--- config.mk ---
export PLATFORM = sky130hd
export DESIGN_NAME = ifb_flag_bank
export DESIGN_NICKNAME = d
export VERILOG_FILES = /design/src/rtl/ifb_pkg.sv /design/src/rtl/ifb_flag_bank.sv
export SDC_FILE = /design/constraint.sdc
export NUM_CORES = 1
export LEC_CHECK = 0
export BUFFER_PORTS_ARGS = -buffer_cell sky130_fd_sc_hd__buf_2
export CAP_MARGIN = 20
export CORE_MARGIN = 2
export CORE_UTILIZATION = 51
export CTS_CLUSTER_SIZE = 16
export DETAILED_ROUTE_END_ITERATION = 6
export GPL_ROUTABILITY_DRIVEN = 0
export PLACE_DENSITY = 0.85
export SYNTH_ARGS = -nofsm -noshare
export SYNTH_HDL_FRONTEND = slang
export SYNTH_SLANG_ARGS = --single-unit
--- constraint.sdc ---
create_clock -name clk -period 5.46 [get_ports clk]
set_input_delay 1.092 -clock clk [delete_from_list [all_inputs] [get_ports clk]]
set_output_delay 1.092 -clock clk [all_outputs]
set_load 0.1 [all_outputs]
--- src/rtl/ifb_pkg.sv ---
/*
 * Shared constants of the interrupt flag bank: register offsets, select codes,
 * implemented-bit masks, field positions and reset values.
 * Assumes a 32-bit AXI4-Lite register bus with word-aligned registers.
 */
package ifb_pkg;

	// Bus geometry.
	localparam int unsigned IFB_DATA_W     = 32;
	localparam int unsigned IFB_FLAG_W     = 16;
	localparam int unsigned IFB_EVT_W      = 3;
	localparam int unsigned IFB_OFF_W      = 4;
	localparam int unsigned IFB_MIN_ADDR_W = 4;

	// Byte offsets of the registers.
	localparam logic [3:0] IFB_OFF_FLAGS_ONE = 4'h0;
	localparam logic [3:0] IFB_OFF_FLAGS_TWO = 4'h4;
	localparam logic [3:0] IFB_OFF_EVT_STAT  = 4'h8;
	localparam logic [3:0] IFB_OFF_EVT_MASK  = 4'hC;

	// Register select codes produced by the address decoder.
	localparam logic [2:0] IFB_SEL_FLAGS_ONE = 3'h0;
	localparam logic [2:0] IFB_SEL_FLAGS_TWO = 3'h1;
	localparam logic [2:0] IFB_SEL_EVT_STAT  = 3'h2;
	localparam logic [2:0] IFB_SEL_EVT_MASK  = 3'h3;
	localparam logic [2:0] IFB_SEL_NONE      = 3'h4;

	// Implemented flag bits; the holes always read as zero.
	localparam logic [15:0] IFB_IMPL_ONE = 16'hFFFB;
	localparam logic [15:0] IFB_IMPL_TWO = 16'hDFFF;
	localparam int unsigned IFB_HOLE_ONE = 2;
	localparam int unsigned IFB_HOLE_TWO = 13;

	// Selected field positions in the first flag register.
	localparam int unsigned IFB_B1_UART_B_TX   = 15;
	localparam int unsigned IFB_B1_EXT_IRQ_B   = 13;
	localparam int unsigned IFB_B1_DMA_CH_TWO  = 8;
	localparam int unsigned IFB_B1_ADC_B_DONE  = 5;
	localparam int unsigned IFB_B1_I2C_A_MSTR  = 1;

	// Selected field positions in the second flag register.
	localparam int unsigned IFB_B2_TIMER_SIX   = 15;
	localparam int unsigned IFB_B2_COMPARE_8   = 12;
	localparam int unsigned IFB_B2_CAN_A_EVENT = 3;

	// Event status bits.
	localparam int unsigned IFB_EV_REQ_ONE = 0;
	localparam int unsigned IFB_EV_REQ_TWO = 1;
	localparam int unsigned IFB_EV_COLLIDE = 2;

	// Reset values and bus responses.
	localparam logic [15:0] IFB_FLAGS_RST = 16'h0000;
	localparam logic [2:0]  IFB_EVT_RST   = 3'h0;
	localparam logic [1:0]  IFB_RESP_OKAY   = 2'h0;
	localparam logic [1:0]  IFB_RESP_SLVERR = 2'h2;

endpackage

--- src/rtl/ifb_flag_bank.sv ---
/*
 * Two 16-bit interrupt flag registers with an AXI4-Lite slave, an event
 * status register with mask and one level interrupt output.
 * Assumes request inputs are one-cycle pulses synchronous to clk.
 */
// Implementation choices: the AXI4-Lite register port and the register addresses.
`timescale 1ns/1ns

module ifb_flag_bank
	import ifb_pkg::*;
#(
	parameter int unsigned ADDR_WIDTH = 8
) (
	// Clock and reset.
	input  wire logic                      clk,
	input  wire logic                      rst,
	// AXI4-Lite write channels.
	input  wire logic [ADDR_WIDTH-1:0]     s_axi_awaddr,
	input  wire logic                      s_axi_awvalid,
	output logic                           s_axi_awready,
	input  wire logic [ifb_pkg::IFB_DATA_W-1:0] s_axi_wdata,
	input  wire logic [3:0]                s_axi_wstrb,
	input  wire logic                      s_axi_wvalid,
	output logic                           s_axi_wready,
	output logic [1:0]                     s_axi_bresp,
	output logic                           s_axi_bvalid,
	input  wire logic                      s_axi_bready,
	// AXI4-Lite read channels.
	input  wire logic [ADDR_WIDTH-1:0]     s_axi_araddr,
	input  wire logic                      s_axi_arvalid,
	output logic                           s_axi_arready,
	output logic [ifb_pkg::IFB_DATA_W-1:0] s_axi_rdata,
	output logic [1:0]                     s_axi_rresp,
	output logic                           s_axi_rvalid,
	input  wire logic                      s_axi_rready,
	// Peripheral request pulses, bit for bit as the flag registers.
	input  wire logic [ifb_pkg::IFB_FLAG_W-1:0] reqOne,
	input  wire logic [ifb_pkg::IFB_FLAG_W-1:0] reqTwo,
	// Flag state for the priority logic, and the interrupt line.
	output logic [ifb_pkg::IFB_FLAG_W-1:0] flagsOne,
	output logic [ifb_pkg::IFB_FLAG_W-1:0] flagsTwo,
	output logic                           irq
);
	import ifb_pkg::*;

	if (ADDR_WIDTH < IFB_MIN_ADDR_W) begin : g_addr_check
		$error("ADDR_WIDTH too small for the register map");
	end

	////////////////////////////////////////////////////////////////////////////
	// Helpers.

	// Unaligned or out-of-map addresses decode to no register.
	function automatic logic [2:0] regSelect(input logic [ADDR_WIDTH-1:0] a);
		logic [2:0] sel;
		sel = IFB_SEL_NONE;
		if ((a >> IFB_OFF_W) == '0) begin
			case (a[IFB_OFF_W-1:0])
				IFB_OFF_FLAGS_ONE: sel = IFB_SEL_FLAGS_ONE;
				IFB_OFF_FLAGS_TWO: sel = IFB_SEL_FLAGS_TWO;
				IFB_OFF_EVT_STAT:  sel = IFB_SEL_EVT_STAT;
				IFB_OFF_EVT_MASK:  sel = IFB_SEL_EVT_MASK;
				default:           sel = IFB_SEL_NONE;
			endcase
		end
		return sel;
	endfunction

	function automatic logic [15:0] mergeWrite(input logic [15:0] old,
	                                           input logic [15:0] data,
	                                           input logic [15:0] mask);
		return (old & ~mask) | (data & mask);
	endfunction

	////////////////////////////////////////////////////////////////////////////
	// Write channels.

	logic [ADDR_WIDTH-1:0] wrAddr;
	logic [15:0]           wrData;
	logic [1:0]            wrStrb;
	logic                  awHeld;
	logic                  wHeld;
	logic                  doWrite;
	logic [2:0]            wrSel;
	logic [15:0]           wrMask;

	// Address and data are taken in either order and held until both exist.
	assign s_axi_awready = !awHeld && !s_axi_bvalid;
	assign s_axi_wready  = !wHeld && !s_axi_bvalid;
	assign doWrite       = awHeld && wHeld;
	assign wrSel         = regSelect(wrAddr);
	assign wrMask        = {{8{wrStrb[1]}}, {8{wrStrb[0]}}};

	always_ff @(posedge clk or posedge rst) begin
		if (rst) begin
			awHeld <= 1'b0;
			wrAddr <= '0;
		end else if (s_axi_awvalid && s_axi_awready) begin
			awHeld <= 1'b1;
			wrAddr <= s_axi_awaddr;
		end else if (doWrite) begin
			awHeld <= 1'b0;
		end
	end

	always_ff @(posedge clk or posedge rst) begin
		if (rst) begin
			wHeld  <= 1'b0;
			wrData <= '0;
			wrStrb <= '0;
		end else if (s_axi_wvalid && s_axi_wready) begin
			wHeld  <= 1'b1;
			wrData <= s_axi_wdata[15:0];
			wrStrb <= s_axi_wstrb[1:0];
		end else if (doWrite) begin
			wHeld <= 1'b0;
		end
	end

	always_ff @(posedge clk or posedge rst) begin
		if (rst) begin
			s_axi_bvalid <= 1'b0;
			s_axi_bresp  <= IFB_RESP_OKAY;
		end else if (doWrite) begin
			s_axi_bvalid <= 1'b1;
			s_axi_bresp  <= (wrSel == IFB_SEL_NONE) ? IFB_RESP_SLVERR : IFB_RESP_OKAY;
		end else if (s_axi_bready) begin
			s_axi_bvalid <= 1'b0;
		end
	end

	////////////////////////////////////////////////////////////////////////////
	// Flag registers.

	logic [15:0] wrValOne;
	logic [15:0] wrValTwo;
	logic        wrOne;
	logic        wrTwo;
	logic [15:0] next_flagsOne;
	logic [15:0] next_flagsTwo;
	logic        collide;

	assign wrOne    = doWrite && (wrSel == IFB_SEL_FLAGS_ONE);
	assign wrTwo    = doWrite && (wrSel == IFB_SEL_FLAGS_TWO);
	assign wrValOne = mergeWrite(flagsOne, wrData, wrMask) & IFB_IMPL_ONE;
	assign wrValTwo = mergeWrite(flagsTwo, wrData, wrMask) & IFB_IMPL_TWO;

	// Requests are ORed after the write so a pulse is never lost to a clear.
	always_comb begin
		next_flagsOne = wrOne ? wrValOne : flagsOne;
		next_flagsTwo = wrTwo ? wrValTwo : flagsTwo;
		next_flagsOne = (next_flagsOne | reqOne) & IFB_IMPL_ONE;
		next_flagsTwo = (next_flagsTwo | reqTwo) & IFB_IMPL_TWO;
	end

	always_ff @(posedge clk or posedge rst) begin
		if (rst) begin
			flagsOne <= IFB_FLAGS_RST;
			flagsTwo <= IFB_FLAGS_RST;
		end else begin
			flagsOne <= next_flagsOne;
			flagsTwo <= next_flagsTwo;
		end
	end

	////////////////////////////////////////////////////////////////////////////
	// Event status, mask and interrupt.

	logic [2:0] evtStatus;
	logic [2:0] evtMask;
	logic [2:0] evtSet;
	logic [2:0] evtClr;

	// A collision is a request landing on a bit that software is writing.
	assign collide = (wrOne && |(reqOne & IFB_IMPL_ONE & wrMask))
	              || (wrTwo && |(reqTwo & IFB_IMPL_TWO & wrMask));

	always_comb begin
		evtSet                 = '0;
		evtSet[IFB_EV_REQ_ONE] = |(reqOne & IFB_IMPL_ONE);
		evtSet[IFB_EV_REQ_TWO] = |(reqTwo & IFB_IMPL_TWO);
		evtSet[IFB_EV_COLLIDE] = collide;
		evtClr = '0;
		if (doWrite && wrSel == IFB_SEL_EVT_STAT) begin
			evtClr = wrData[2:0] & wrMask[2:0];
		end
	end

	// Set wins over the write-one clear.
	always_ff @(posedge clk or posedge rst) begin
		if (rst) begin
			evtStatus <= IFB_EVT_RST;
		end else begin
			evtStatus <= (evtStatus & ~evtClr) | evtSet;
		end
	end

	// Only the low event bits exist, so the rest of the merged word is dropped.
	logic [15:0] maskWrVal;
	assign maskWrVal = mergeWrite({13'h0000, evtMask}, wrData, wrMask);

	always_ff @(posedge clk or posedge rst) begin
		if (rst) begin
			evtMask <= IFB_EVT_RST;
		end else if (doWrite && wrSel == IFB_SEL_EVT_MASK) begin
			evtMask <= maskWrVal[IFB_EVT_W-1:0];
		end
	end

	assign irq = |(evtStatus & evtMask);

	////////////////////////////////////////////////////////////////////////////
	// Read channels.

	logic [15:0] rdVal;
	logic [2:0]  rdSel;

	assign s_axi_arready = !s_axi_rvalid;
	assign rdSel         = regSelect(s_axi_araddr);

	always_comb begin
		case (rdSel)
			IFB_SEL_FLAGS_ONE: rdVal = flagsOne;
			IFB_SEL_FLAGS_TWO: rdVal = flagsTwo;
			IFB_SEL_EVT_STAT:  rdVal = {13'h0000, evtStatus};
			IFB_SEL_EVT_MASK:  rdVal = {13'h0000, evtMask};
			default:           rdVal = 16'h0000;
		endcase
	end

	always_ff @(posedge clk or posedge rst) begin
		if (rst) begin
			s_axi_rvalid <= 1'b0;
			s_axi_rdata  <= '0;
			s_axi_rresp  <= IFB_RESP_OKAY;
		end else if (s_axi_arvalid && s_axi_arready) begin
			s_axi_rvalid <= 1'b1;
			s_axi_rdata  <= {16'h0000, rdVal};
			s_axi_rresp  <= (rdSel == IFB_SEL_NONE) ? IFB_RESP_SLVERR : IFB_RESP_OKAY;
		end else if (s_axi_rready) begin
			s_axi_rvalid <= 1'b0;
		end
	end
endmodule // ifb_flag_bank

== Word level (Yosys, flattened, before mapping) ==
Cells that the tools add are included.

* Word-level logic and storage cells: 94
* Output and inout bits: 74
* Flip-flop bits (word level): 86
* Input bits: 91

* Bitwise logic cells: 17
* Muxes and demuxes: 17
* Eq/ne operators: 14
* Reduce and logical (&&, ||, !) cells: 32

{| class="wikitable"
|+ Operator list
! operator !! number
|-
| 16-bit bitwise AND || 5
|-
| 16-bit bitwise OR || 4
|-
| 16-bit one-hot mux with 4 select lines || 1
|-
| 16-bit two-way mux || 2
|-
| 16-bit OR reduction || 2
|-
| 15-bit OR reduction || 2
|-
| 3-bit one-hot mux with 4 select lines || 2
|-
| 4-bit == test, second input constant || 4
|-
| 8-bit logical NOT || 2
|-
| 16-bit inverter || 1
|-
| 3-bit bitwise AND || 4
|-
| 3-bit by 2-bit == test with 1-bit output, second input constant || 4
|-
| 1-bit logical AND || 12
|-
| 3-bit two-way mux || 3
|-
| 4-bit by 3-bit == test with 1-bit output, second input constant || 2
|-
| 4-bit logical NOT || 2
|-
| 2-bit nonzero test || 4
|-
| 1-bit two-way mux || 7
|-
| 3-bit by 1-bit == test with 1-bit output, second input constant || 2
|-
| 3-bit == test, second input constant || 2
|-
| 3-bit logical NOT || 2
|-
| 3-bit bitwise OR || 2
|-
| 1-bit logical NOT || 4
|-
| 2-bit two-way mux || 2
|-
| other kinds (3) || 3
|}

== Logic depth before layout (Yosys ltp) ==
Gate-level depths: netlist of run 1.

* Word-level depth: 9
* Mapped depth: 7
* Gate-level depth less buffers: 4

== Worst setup path before layout of run 1 ==
No wires, ideal clock.

* Path type: reg2reg
* Start: reg s_axi_bvalid
* End: reg wrData[2]
* Path slack: 1925 ps
* Stages on the path, launching flop included: 6
* Data required time: 5335 ps
* Arrival: 3410 ps
* Cells stage by stage: dfrtp_1 > nor2_1 > and2_1 > clkbuf_1 > clkbuf_1 > mux2_2

* Longest elaborated chain between the ends: 3

{| class="wikitable"
|+ Ends and longest elaborated chain
! what !! RTL line !! source
|-
| from (decl) || ifb_flag_bank.sv:26 || <nowiki>output logic s_axi_bvalid,</nowiki>
|-
| from (signal assigned) || ifb_flag_bank.sv:122 || <nowiki>s_axi_bvalid <= 1'b0;</nowiki>
|-
| from (signal assigned) || ifb_flag_bank.sv:125 || <nowiki>s_axi_bvalid <= 1'b1;</nowiki>
|-
| from (signal assigned) || ifb_flag_bank.sv:128 || <nowiki>s_axi_bvalid <= 1'b0;</nowiki>
|-
| 1-bit logical NOT || ifb_flag_bank.sv:89 || <nowiki>assign s_axi_wready = !wHeld && !s_axi_bvalid;</nowiki>
|-
| 1-bit logical AND || ifb_flag_bank.sv:89 ||
|-
| net s_axi_wready || ifb_flag_bank.sv:24 || <nowiki>output logic s_axi_wready,</nowiki>
|-
| 1-bit logical AND || ifb_flag_bank.sv:111 || <nowiki>end else if (s_axi_wvalid && s_axi_wready) begin</nowiki>
|-
| to (signal assigned) || ifb_flag_bank.sv:113 || <nowiki>wrData <= s_axi_wdata[15:0];</nowiki>
|-
| to (decl) || ifb_flag_bank.sv:79 || <nowiki>logic [15:0] wrData;</nowiki>
|}

The timed path passes the listed nets, and every way through them passes these cells.
A chain may end at the register's enable or synchronous reset.

== Worst setup path after layout of run 1 ==
* Start: reg evtStatus[2]
* End: out irq

* Longest elaborated chain between the ends: 2

{| class="wikitable"
|+ Ends and longest elaborated chain
! what !! RTL line !! source
|-
| from (decl) || ifb_flag_bank.sv:169 || <nowiki>logic [2:0] evtStatus;</nowiki>
|-
| from (signal assigned) || ifb_flag_bank.sv:194 || <nowiki>evtStatus <= (evtStatus & ~evtClr) | evtSet;</nowiki>
|-
| 3-bit bitwise AND || ifb_flag_bank.sv:210 || <nowiki>assign irq = |(evtStatus & evtMask);</nowiki>
|-
| 3-bit OR reduction || ifb_flag_bank.sv:210 ||
|-
| to (decl) || ifb_flag_bank.sv:42 || <nowiki>output logic irq</nowiki>
|}

No other way between the ends.

==> flow_summary.yaml, run 1 <==
global_route:
  gr-usage-all-layers_pct: 22.2
  grt_pass1_vias: 2873
  overflow: 0
  antenna_found_initial: 0
  grt_start_max_net_pins: 85
  grt_pass1_wl_um: 14300
clocking:
  clkSinkCount: 84
  path_clk_slew_ns: 0.08
  ctsRootBufferMaster: "clkbuf_8"
  cts_resized: 0
  cts_tree: "done"
  h-tree-depth: 3
  clock_latency_ns: 0.35
  cts_buffers: 9
  ctsHoldBuffers: 0
  cts_setup_buffers: 0
  clockBufferDepth: 2
power:
  power_frac_seq_pct: 48.1
  p_int_mw: 1.08
  p_leak_nw: 2.11
  sw_frac_of_total_pct: 38.1
  p_per_area_nw_per_um2: 377
  p_sw_uw: 662
  peakVddDrop_mv: 0.497
  comb_power_share_pct: 29.6
  clock_power_share_pct: 22.2
finish:
  final_layout_size_suffix_gt1_share_pct: 36.0
  mostFrequentLayoutCell: "buf_2"
  fin_area_um2: 4620
  nNetsFinal: 557
  fillers: 596
  syn_to_final_growth_pct: 20.6
  diodes: 0
  layout_common_cells: "124 x buf_2, 84 x dfrtp_1, 37 x nand2_1, 29 x a211o_1, 27 x o21ai_0"
sta:
  finalClockSkew_ns: 0.0122
  rsz0062_at_grt: "false"
  maxSlewHeadroom_pct: 38.1
  finalHoldViolations: 0
  fin_crit_ns: 2.65
  fin_crit_sh_pct: 48.6
  slew_violations: 0
  worstMarginPinSlew_ns: 0.929
  finalSetupTns_ns: 0
  fmax_ghz: 0.377
  setup_viol: 0
logic_synthesis:
  synth.cell_area_um2: 3830
  ys.flop_type: "dfrtp_1"
  yosys.area.top_type: "dfrtp_1"
  postSynthAreaPerCell_um2: 11.1
  synth-seq-cells: 84
  synth_area_leaders: "dfrtp_1 55%, a211o_1 6.6%, mux2_2 6.2%, buf_4 3.9%, nand2_1 3.6%"
  ys_async_sr_fraction_pct: 100
  synth_cells: 345
  synth_edf_count: 0
  synth_top_area_share_pct: 54.9
  seq_area_frac_synth_pct: 54.9
  yosys.cell_types.count: 39
  yosysWarnings: 0
setup_path:
  cp.required_ns: 4.37
  critPathKind: "reg2out"
  worst_path_largest_cell_delay_ns: 0.45
  cpMaxStageDelayCell: "a222oi_1"
  crit_buf_inv: 2
  critPathTopFamily: "compound AO/OA/AOI/OAI gates"
  cp.depth: 3
  cp_cell_sequence: "a222oi_1 > inv_1 > buf_2"
  critPathMaxFanout: 3
  rr_worst_depth: 4
  worstSetupStartpoint: "evtStatus[2]"
  r2r-start: "wrAddr[1]"
  end_kind: "primary output"
  startpoint_type: "flip-flop"
  worstPathArrival_ns: 1.56
worst_hold_path:
  hold_start: "s_axi_rdata[13]"
  whs_path_depth: 2
  worstHoldPathType: "reg2reg"
routing:
  postRouteAntennaNets: 0
  vias: 2933
  wl_per_cell_um: 15.4
  drt_pass1_iterations: 4
  routed_via_density: 5.15
  drtIter0Drc: 174
  drc: 0
  routed_wl_um: 8750
die:
  fp.coreArea_um2: 7250
  die-area_um2: 8220
  start_util_pct: 52.8
  die_h_um: 90.6
  die_x_um: 90.6
  num_rows: 31
  ios: 165
run:
  maxCapViolCount: 0
placement:
  dp_hpwl_um: 6560
  numPortBuffers: 124
  placed_cell_area_um2: 4420
status:
  outcome: "finished, final reports clean"
worst min-delay path, cell delays in order (launching register included):
cell and delay, ns:
dfrtp_1 0.35, nand2_1 0.05, o21ai_0 0.06
power by group through the flow:
stage	Clock, mW	Sequential, mW	Combinational [mW]
after floorplan	0	0.864	0.391
after global placement	0	0.836	0.502
after detailed placement	0	0.846	0.516
after CTS	0.396	0.835	0.519
after global routing	0.428	0.852	0.560
final	0.387	0.838	0.516
registers in the layout, summed over array words and instances, names as in the netlist, named ones only:
| name | flops |
|---|---|
| s_axi_rdata | 16 |
| wrData | 16 |
| flagsOne | 15 |
| flagsTwo | 15 |
| wrAddr | 8 |
| evtStatus | 3 |
| wrStrb | 2 |
| awHeld | 1 |
| s_axi_bresp | 1 |
| s_axi_bvalid | 1 |
| s_axi_rresp | 1 |
| s_axi_rvalid | 1 |
| wHeld | 1 |
logic make-up (layout without fill, tap and decap cells):
group,count (synthesis),in the layout,synth area share [%]
buf+inv,53,159,7.81
simple gates,106,106,14.6
compound gates,66,66,12.1
other cells,1,20,0.0979
mux,35,35,10.5
flops,84,84,54.9
worst paths after layout:
path	end	slack [ns]
max	irq	2.81
min	s_axi_rdata[13]	0.49
max reg2reg	flagsOne[11]	3.18
min reg2reg	s_axi_rdata[13]	0.49
max in group asynchronous	wrData[5]	4.15
min in group asynchronous	wrData[14]	0.73
Yosys cell counts, types with 3 or more instances:
library cell / n
buf_6: 3
buf_4: 20
nand3_1: 3
or3_1: 3
a211o_1: 29
dfrtp_1: 84
mux2i_1: 12
nor2b_1: 8
clkbuf_1: 9
nor3_1: 5
o21ai_0: 27
nand2_1: 37
o21bai_1: 3
and2_1: 14
inv_1: 18
mux2_2: 21
nor4_1: 7
nor2_1: 16
stage by stage:
stage          std cells  util, %  power, mW  hold WS [ns]  setup WS [ns]
6_report             569     63.7       1.74         0.490           2.81
5_1_grt              569     63.7       1.84         0.509           2.70
4_1_cts              568     63.3       1.75         0.489           2.79
3_5_place_dp         553     61.0       1.36         0.470           2.92
3_3_place_gp         553     61.0       1.34         0.457           2.97
2_1_floorplan        364        -       1.26         0.455           1.92
layer usage:
metal,vias to the layer above,global-route usage [%],part of all wire (%)
met5,-,0,0
met4,0,7.69,1.4
met3,10,4.59,6.5
met2,110,35.4,49
met1,1403,30.4,43
li1,1410,-,-
cell type report:
cell class	count	area, µm²	share of cell area, %
Sequential cell	84	2100	45.5
Multi-Input combinational cell	227	1500	32.5
Timing Repair Buffer	126	656	14.2
Clock buffer	13	159	3.44
Tap cell	99	124	2.68
Inverter	18	68.8	1.49
Clock inverter	2	10.0	0.217
(Power assumes the default switching activity.)
==> run 2, diff against run 1 <==
ABC_AREA = 1   (was not set)
CORE_UTILIZATION = 49   (was 51)
PLACE_DENSITY = 0.8   (was 0.85)
clock period = 2.7 ns   (was 5.46 ns; I/O delays follow)
==> run 2 against run 1 <==
  * Critical path depth is 1 lower
  * Hold slack got worse by 0.15 ns
  * Die area grew 14%
  * Critical path type unchanged
  * Sequential share of layout area fell by 3.9 points
  * Setup slack got worse by 2.0 ns
  * Largest power group unchanged
  * Synthesized area is 10% higher
==> flow_summary.yaml, run 2 <==
logic_synthesis:
  synth.cell_area_um2: 4220
  yosys.area_share.adder_pct: 0
  seq_area_frac_synth_pct: 49.9
  yosys.cell_types.count: 34
  synth_cells: 488
  synthSimpleGateAreaFrac_pct: 28.6
  ys.flop_type: "dfrtp_1"
  yosysWarnings: 0
  synth_top_family_by_area: "simple AND/OR/NAND/NOR gates"
  yosys.area.top_type: "dfrtp_1"
  synth_compound_area_share_pct: 7.84
  synth_xor_area_share_pct: 0
  ys_async_sr_fraction_pct: 100
  synth_most_common_cell: "nand2_1"
  muxShareOfSynthArea_pct: 3.74
  yosys-top-cells-count: "129 x nand2_1, 84 x dfrtp_1, 37 x inv_1, 37 x nand3_1, 29 x nand4_1"
  postSynthAreaPerCell_um2: 8.64
  synth_area_leaders: "dfrtp_1 50%, nand2_1 11%, nand3_1 4.4%, nand4_1 4.3%, buf_4 3.6%"
  synth-seq-cells: 84
  synth_top_area_share_pct: 49.9
  synth_edf_count: 0
setup_path:
  cp.required_ns: 2.16
  worstSetupStartpoint: "wHeld"
  worstPathArrival_ns: 1.38
  critPathTopFamily: "buffers and inverters"
  r2r-start: "wrStrb[0]"
  crit_buf_inv: 1
  startpoint_type: "flip-flop"
  critPathKind: "reg2out"
  reg2reg_to: "flagsOne[7]"
  end_kind: "primary output"
  cp.depth: 2
  critPathMaxFanout: 4
  rr_worst_depth: 3
  r2r_slack_ns: 1.01
  cpMaxStageDelayCell: "buf_2"
  crit_path_end: "s_axi_wready"
  cp_cell_sequence: "nor2_2 > buf_2"
  worst_path_largest_cell_delay_ns: 0.44
finish:
  nNetsFinal: 695
  mostFrequentLayoutCell: "nand2_1"
  fillers: 721
  syn_to_final_growth_pct: 19.7
  top_regs: "s_axi_rdata (16), wrData (16)"
  final_layout_size_suffix_gt1_share_pct: 28.9
  layout_common_cells: "129 x nand2_1, 124 x buf_2, 84 x dfrtp_1, 37 x nand3_1, 36 x inv_1"
  diodes: 0
power:
  p_total_mw: 3.95
  peakVddDrop_mv: 1.03
  p_leak_nw: 2.59
  p_per_area_nw_per_um2: 782
global_route:
  gr-usage-all-layers_pct: 22.7
  antenna_found_initial: 0
  overflow: 0
  grt_pass1_vias: 3610
  grt_pass1_wl_um: 17300
  grt_start_max_net_pins: 46
placement:
  dp_hpwl_um: 8090
  numPortBuffers: 124
  pre_cts_ws_ns: 0.801
status:
  outcome: "finished, final reports clean"
routing:
  drt_pass1_iterations: 5
  postRouteAntennaNets: 0
  routed_wl_um: 10400
  routed_via_density: 5.22
  wl_per_cell_um: 14.6
  drc: 0
  drtIter0Drc: 271
  vias: 3728
sta:
  fin_crit_sh_pct: 71.2
  worstMarginPinSlew_ns: 0.880
  setup_viol: 0
  slew_violations: 0
  fin_crit_ns: 1.92
  finalClockSkew_ns: 0.0178
  hold_slack_ns: 0.337
  finalHoldViolations: 0
  setup_slack_ns: 0.777
  maxSlewHeadroom_pct: 41.2
  finalSetupTns_ns: 0
  rsz0062_at_grt: "false"
  fmax_ghz: 0.520
clocking:
  ctsHoldBuffers: 0
  cts_tree: "done"
  clock_latency_ns: 0.36
  clockBufferDepth: 2
  h-tree-depth: 3
  path_clk_slew_ns: 0.09
  cts_setup_buffers: 0
  cts_resized: 0
  cts_buffers: 9
  ctsRootBufferMaster: "clkbuf_8"
  clkSinkCount: 84
die:
  num_rows: 33
  die_h_um: 96.8
  die_x_um: 96.8
  ios: 165
  start_util_pct: 51.0
  fp.coreArea_um2: 8260
  die-area_um2: 9360
run:
  maxCapViolCount: 0
worst_hold_path:
  worstHoldPathType: "in2async"
## run 2: changes by cell type in the layout (fill, tap and decap cells not counted), sizes merged, moves of 7 or more
cell	before	now
inv	17	45
nand2	37	134
mux2	21	14
and2	14	0
mux2i	12	0
nand3	3	41
nor2b	8	0
nand4	2	32
a211o	29	0
nor2	16	29
a21oi	2	26
## run 2: cell families (layout without fill, tap and decap cells)
kind of cell           after synthesis  in the layout
and+or+nand+nor                    243            243
DFF                                 84             84
buffers and inverters               82            184
AOI/OAI and AO/OA                   64             64
muxes                               14             14
other                                1             20
## run 2: area by class of cell
class | count | area, µm² | share of cell area, %
Sequential cell | 84 | 2100 | 41.6
Tap cell | 105 | 131 | 2.60
Multi-Input combinational cell | 341 | 1770 | 35.1
Clock inverter | 7 | 104 | 2.06
Clock buffer | 9 | 124 | 2.45
Inverter | 42 | 166 | 3.30
Timing Repair Buffer | 126 | 648 | 12.8
## run 2: worst min-delay path by stage
stage	start	endpoint	slack [ns]	cells after the start
3_5_place_dp	s_axi_rdata[4]	s_axi_rdata[4]	0.46	2
6_report	rst	s_axi_rdata[0]	0.34	2
5_1_grt	s_axi_wdata[7]	wrData[7]	0.39	2
2_1_floorplan	evtStatus[0]	evtStatus[0]	0.47	2
4_1_cts	rst	s_axi_rdata[0]	0.38	2
3_3_place_gp	s_axi_rdata[6]	s_axi_rdata[6]	0.46	2
## run 2: per-stage QoR
| step | utilization, % | cell area (µm²) | instances |
|---|---|---|---|
| 2_1_floorplan | - | 4300 | 507 |
| 3_3_place_gp | 58.4 | 4820 | 698 |
| 3_5_place_dp | 58.4 | 4820 | 698 |
| 4_1_cts | 61.1 | 5050 | 714 |
| 5_1_grt | 61.1 | 5050 | 714 |
| 6_report | 61.1 | 5050 | 714 |
## run 2: worst register-to-register path, delay by kind of cell (launching register included)
kind               cells  cell delay (ns)
AOI/OAI and AO/OA      2             0.32
DFF                    1             0.89
and+or+nand+nor        1             0.38
## run 2: per-layer routing
layer,share of wire [%],track usage (%),vias to the layer above
met5,0,0,-
met4,2.0,8.23,0
met3,7.5,5.64,19
met2,48,36.6,170
met1,43,29.9,1724
li1,-,-,1815
## run 2: where the power goes
group	switching, mW	internal (mW)
clock	0.492	0.538
combinational	0.852	0.304
sequential	0.283	1.48
==> run 3, diff against run 2 <==
CORE_UTILIZATION = 44   (was 49)
PLACE_DENSITY = 0.76   (was 0.8)
clock period = 1.67 ns   (was 2.7 ns; I/O delays follow)
==> run 3 against run 2 <==
  * Global-route usage is 0.93 points lower
  * Clock power is 57% higher
  * Non-clock buffer count grew 10
  * Core utilization down 4.2 points
  * Final area grew 4.7%
  * Highest routed layer unchanged
  * Setup slack worse by 0.69 ns
  * Clock skew shrank 0.0055 ns
  * Critical path depth down 1
  * Cell count increased by 4.8%
  * Via count grew 0.94%
==> flow_summary.yaml, run 3 (same netlist as run 2, synthesis figures left out) <==
die:
  start_util_pct: 45.4
  ios: 165
  die_h_um: 102
  num_rows: 35
  die-area_um2: 10400
  die_x_um: 102
  fp.coreArea_um2: 9280
status:
  outcome: "finished, final reports clean"
setup_path:
  cp.required_ns: 1.34
  worst_path_largest_cell_delay_ns: 0.46
  crit_path_end: "s_axi_bvalid"
  critPathTopFamily: "flip-flops"
  startpoint_type: "flip-flop"
  crit_buf_inv: 1
  critPathMaxFanout: 4
  critPathKind: "reg2out"
  cp_cell_sequence: "buf_2"
  end_kind: "primary output"
  rr_worst_depth: 9
  cp.depth: 1
  worstPathArrival_ns: 1.25
  r2r-start: "wrAddr[7]"
  worstSetupStartpoint: "s_axi_bvalid"
  cpMaxStageDelayCell: "dfrtp_4"
  r2r_slack_ns: 0.14
routing:
  vias: 3763
  drc: 0
  postRouteAntennaNets: 0
  drt_pass1_iterations: 6
  wl_per_cell_um: 14.2
  drtIter0Drc: 236
  routed_via_density: 5.03
  routed_wl_um: 10600
worst_hold_path:
  worstHoldPathType: "in2async"
clocking:
  clkSinkCount: 84
  clock_latency_ns: 0.35
  cts_tree: "done"
  h-tree-depth: 3
  ctsHoldBuffers: 0
  path_clk_slew_ns: 0.09
  cts_buffers: 9
  clockBufferDepth: 2
  ctsRootBufferMaster: "clkbuf_8"
finish:
  syn_to_final_growth_pct: 25.3
  nNetsFinal: 705
  final_layout_size_suffix_gt1_share_pct: 32.6
  mostFrequentLayoutCell: "nand2_1"
  top_regs: "s_axi_rdata (16), wrData (16)"
  layout_common_cells: "127 x nand2_1, 120 x buf_2, 82 x dfrtp_1, 37 x nand3_1, 34 x inv_1"
  finish.utilization_pct: 56.9
  diodes: 0
  fin_area_um2: 5280
power:
  power_frac_seq_pct: 42.6
  p_leak_nw: 2.70
  peakVddDrop_mv: 1.51
  comb_power_share_pct: 33.3
  clock_power_share_pct: 24.1
  p_sw_mw: 2.68
  sw_frac_of_total_pct: 39.9
  p_int_mw: 4.04
  p_per_area_nw_per_um2: 1270
global_route:
  grt_start_max_net_pins: 36
  gr-usage-all-layers_pct: 21.8
  grt_pass1_vias: 3675
  antenna_found_initial: 0
  grt_pass1_wl_um: 17700
  overflow: 0
placement:
  placed_cell_area_um2: 5020
  dp_hpwl_um: 8370
  numPortBuffers: 124
sta:
  fmax_ghz: 0.630
  fin_crit_ns: 1.59
  worstMarginPinSlew_ns: 0.620
  finalSetupTns_ns: 0
  finalHoldViolations: 0
  fin_crit_sh_pct: 95.1
  finalClockSkew_ns: 0.0122
  maxSlewHeadroom_pct: 58.7
  setup_viol: 0
  rsz0062_at_grt: "false"
  slew_violations: 0
run:
  maxCapViolCount: 0
run 3: cell types whose count changed in the layout (fill, tap and decap cells not counted), sizes merged:
cell and change:
buf +10, inv -5, clkinv +3, clkbuf +1, clkinvlp +1
run 3: how the worst min path moves through the flow:
stage | end | cells past startpoint | slack [ns] | from
global placement | s_axi_rdata[1] | 2 | 0.42 | rst
finish | s_axi_rdata[0] | 2 | 0.03 | rst
global route | s_axi_rdata[0] | 2 | 0.07 | rst
floorplan | s_axi_rvalid | 1 | 0.42 | s_axi_rready
CTS | s_axi_rdata[0] | 2 | 0.04 | rst
detailed placement | s_axi_rdata[2] | 2 | 0.42 | rst
run 3: final cells by class:
| class | count | area, µm² |
|---|---|---|
| clock buffer | 10 | 138 |
| clock inverter | 6 | 87.6 |
| fill | 855 | 4000 |
| inverter | 42 | 173 |
| multi-input combinational | 341 | 1840 |
| sequential | 84 | 2110 |
| tap | 129 | 161 |
| timing repair buffer | 136 | 771 |
run 3: layer usage:
| metal | routed length, µm | vias to the layer above | GRT usage [%] |
|---|---|---|---|
| met5 | 0 | - | 0 |
| met3 | 810 | 24 | 4.24 |
| li1 | - | 1833 | - |
| met2 | 5050 | 173 | 35.5 |
| met4 | 195 | 0 | 7.28 |
| met1 | 4550 | 1733 | 29.5 |
run 3: per-stage QoR:
stage / std cells / worst slack (ns) / power [mW] / hold WS (ns)
after floorplan: 507 / -0.297 / 4.62 / 0.425
final: 748 / 0.0823 / 6.71 / 0.0278
after global routing: 748 / 0.000277 / 7.08 / 0.0736
after detailed placement: 729 / 0.0938 / 5.10 / 0.420
after CTS: 745 / 0.0660 / 6.72 / 0.0356
after global placement: 729 / 0.158 / 5.03 / 0.421
run 3: repair_timing:
| item | in CTS | in global routing |
|---|---|---|
| endpoints found under the hold margin | 0 | 0 |
| resized for setup | 2 | 3 |
| buffers inserted | 0 | 3 |
| setup endpoints to repair | 2 | 14 |
| pin swaps | 0 | 2 |
run 3: power groups by stage:
stage          registers (mW)  logic, mW  clock network [mW]
2_1_floorplan            2.86       1.76                   0
3_3_place_gp             2.86       2.17                   0
3_5_place_dp             2.88       2.22                   0
4_1_cts                  2.84       2.23                1.65
5_1_grt                  2.92       2.43                1.73
6_report                 2.86       2.23                1.62
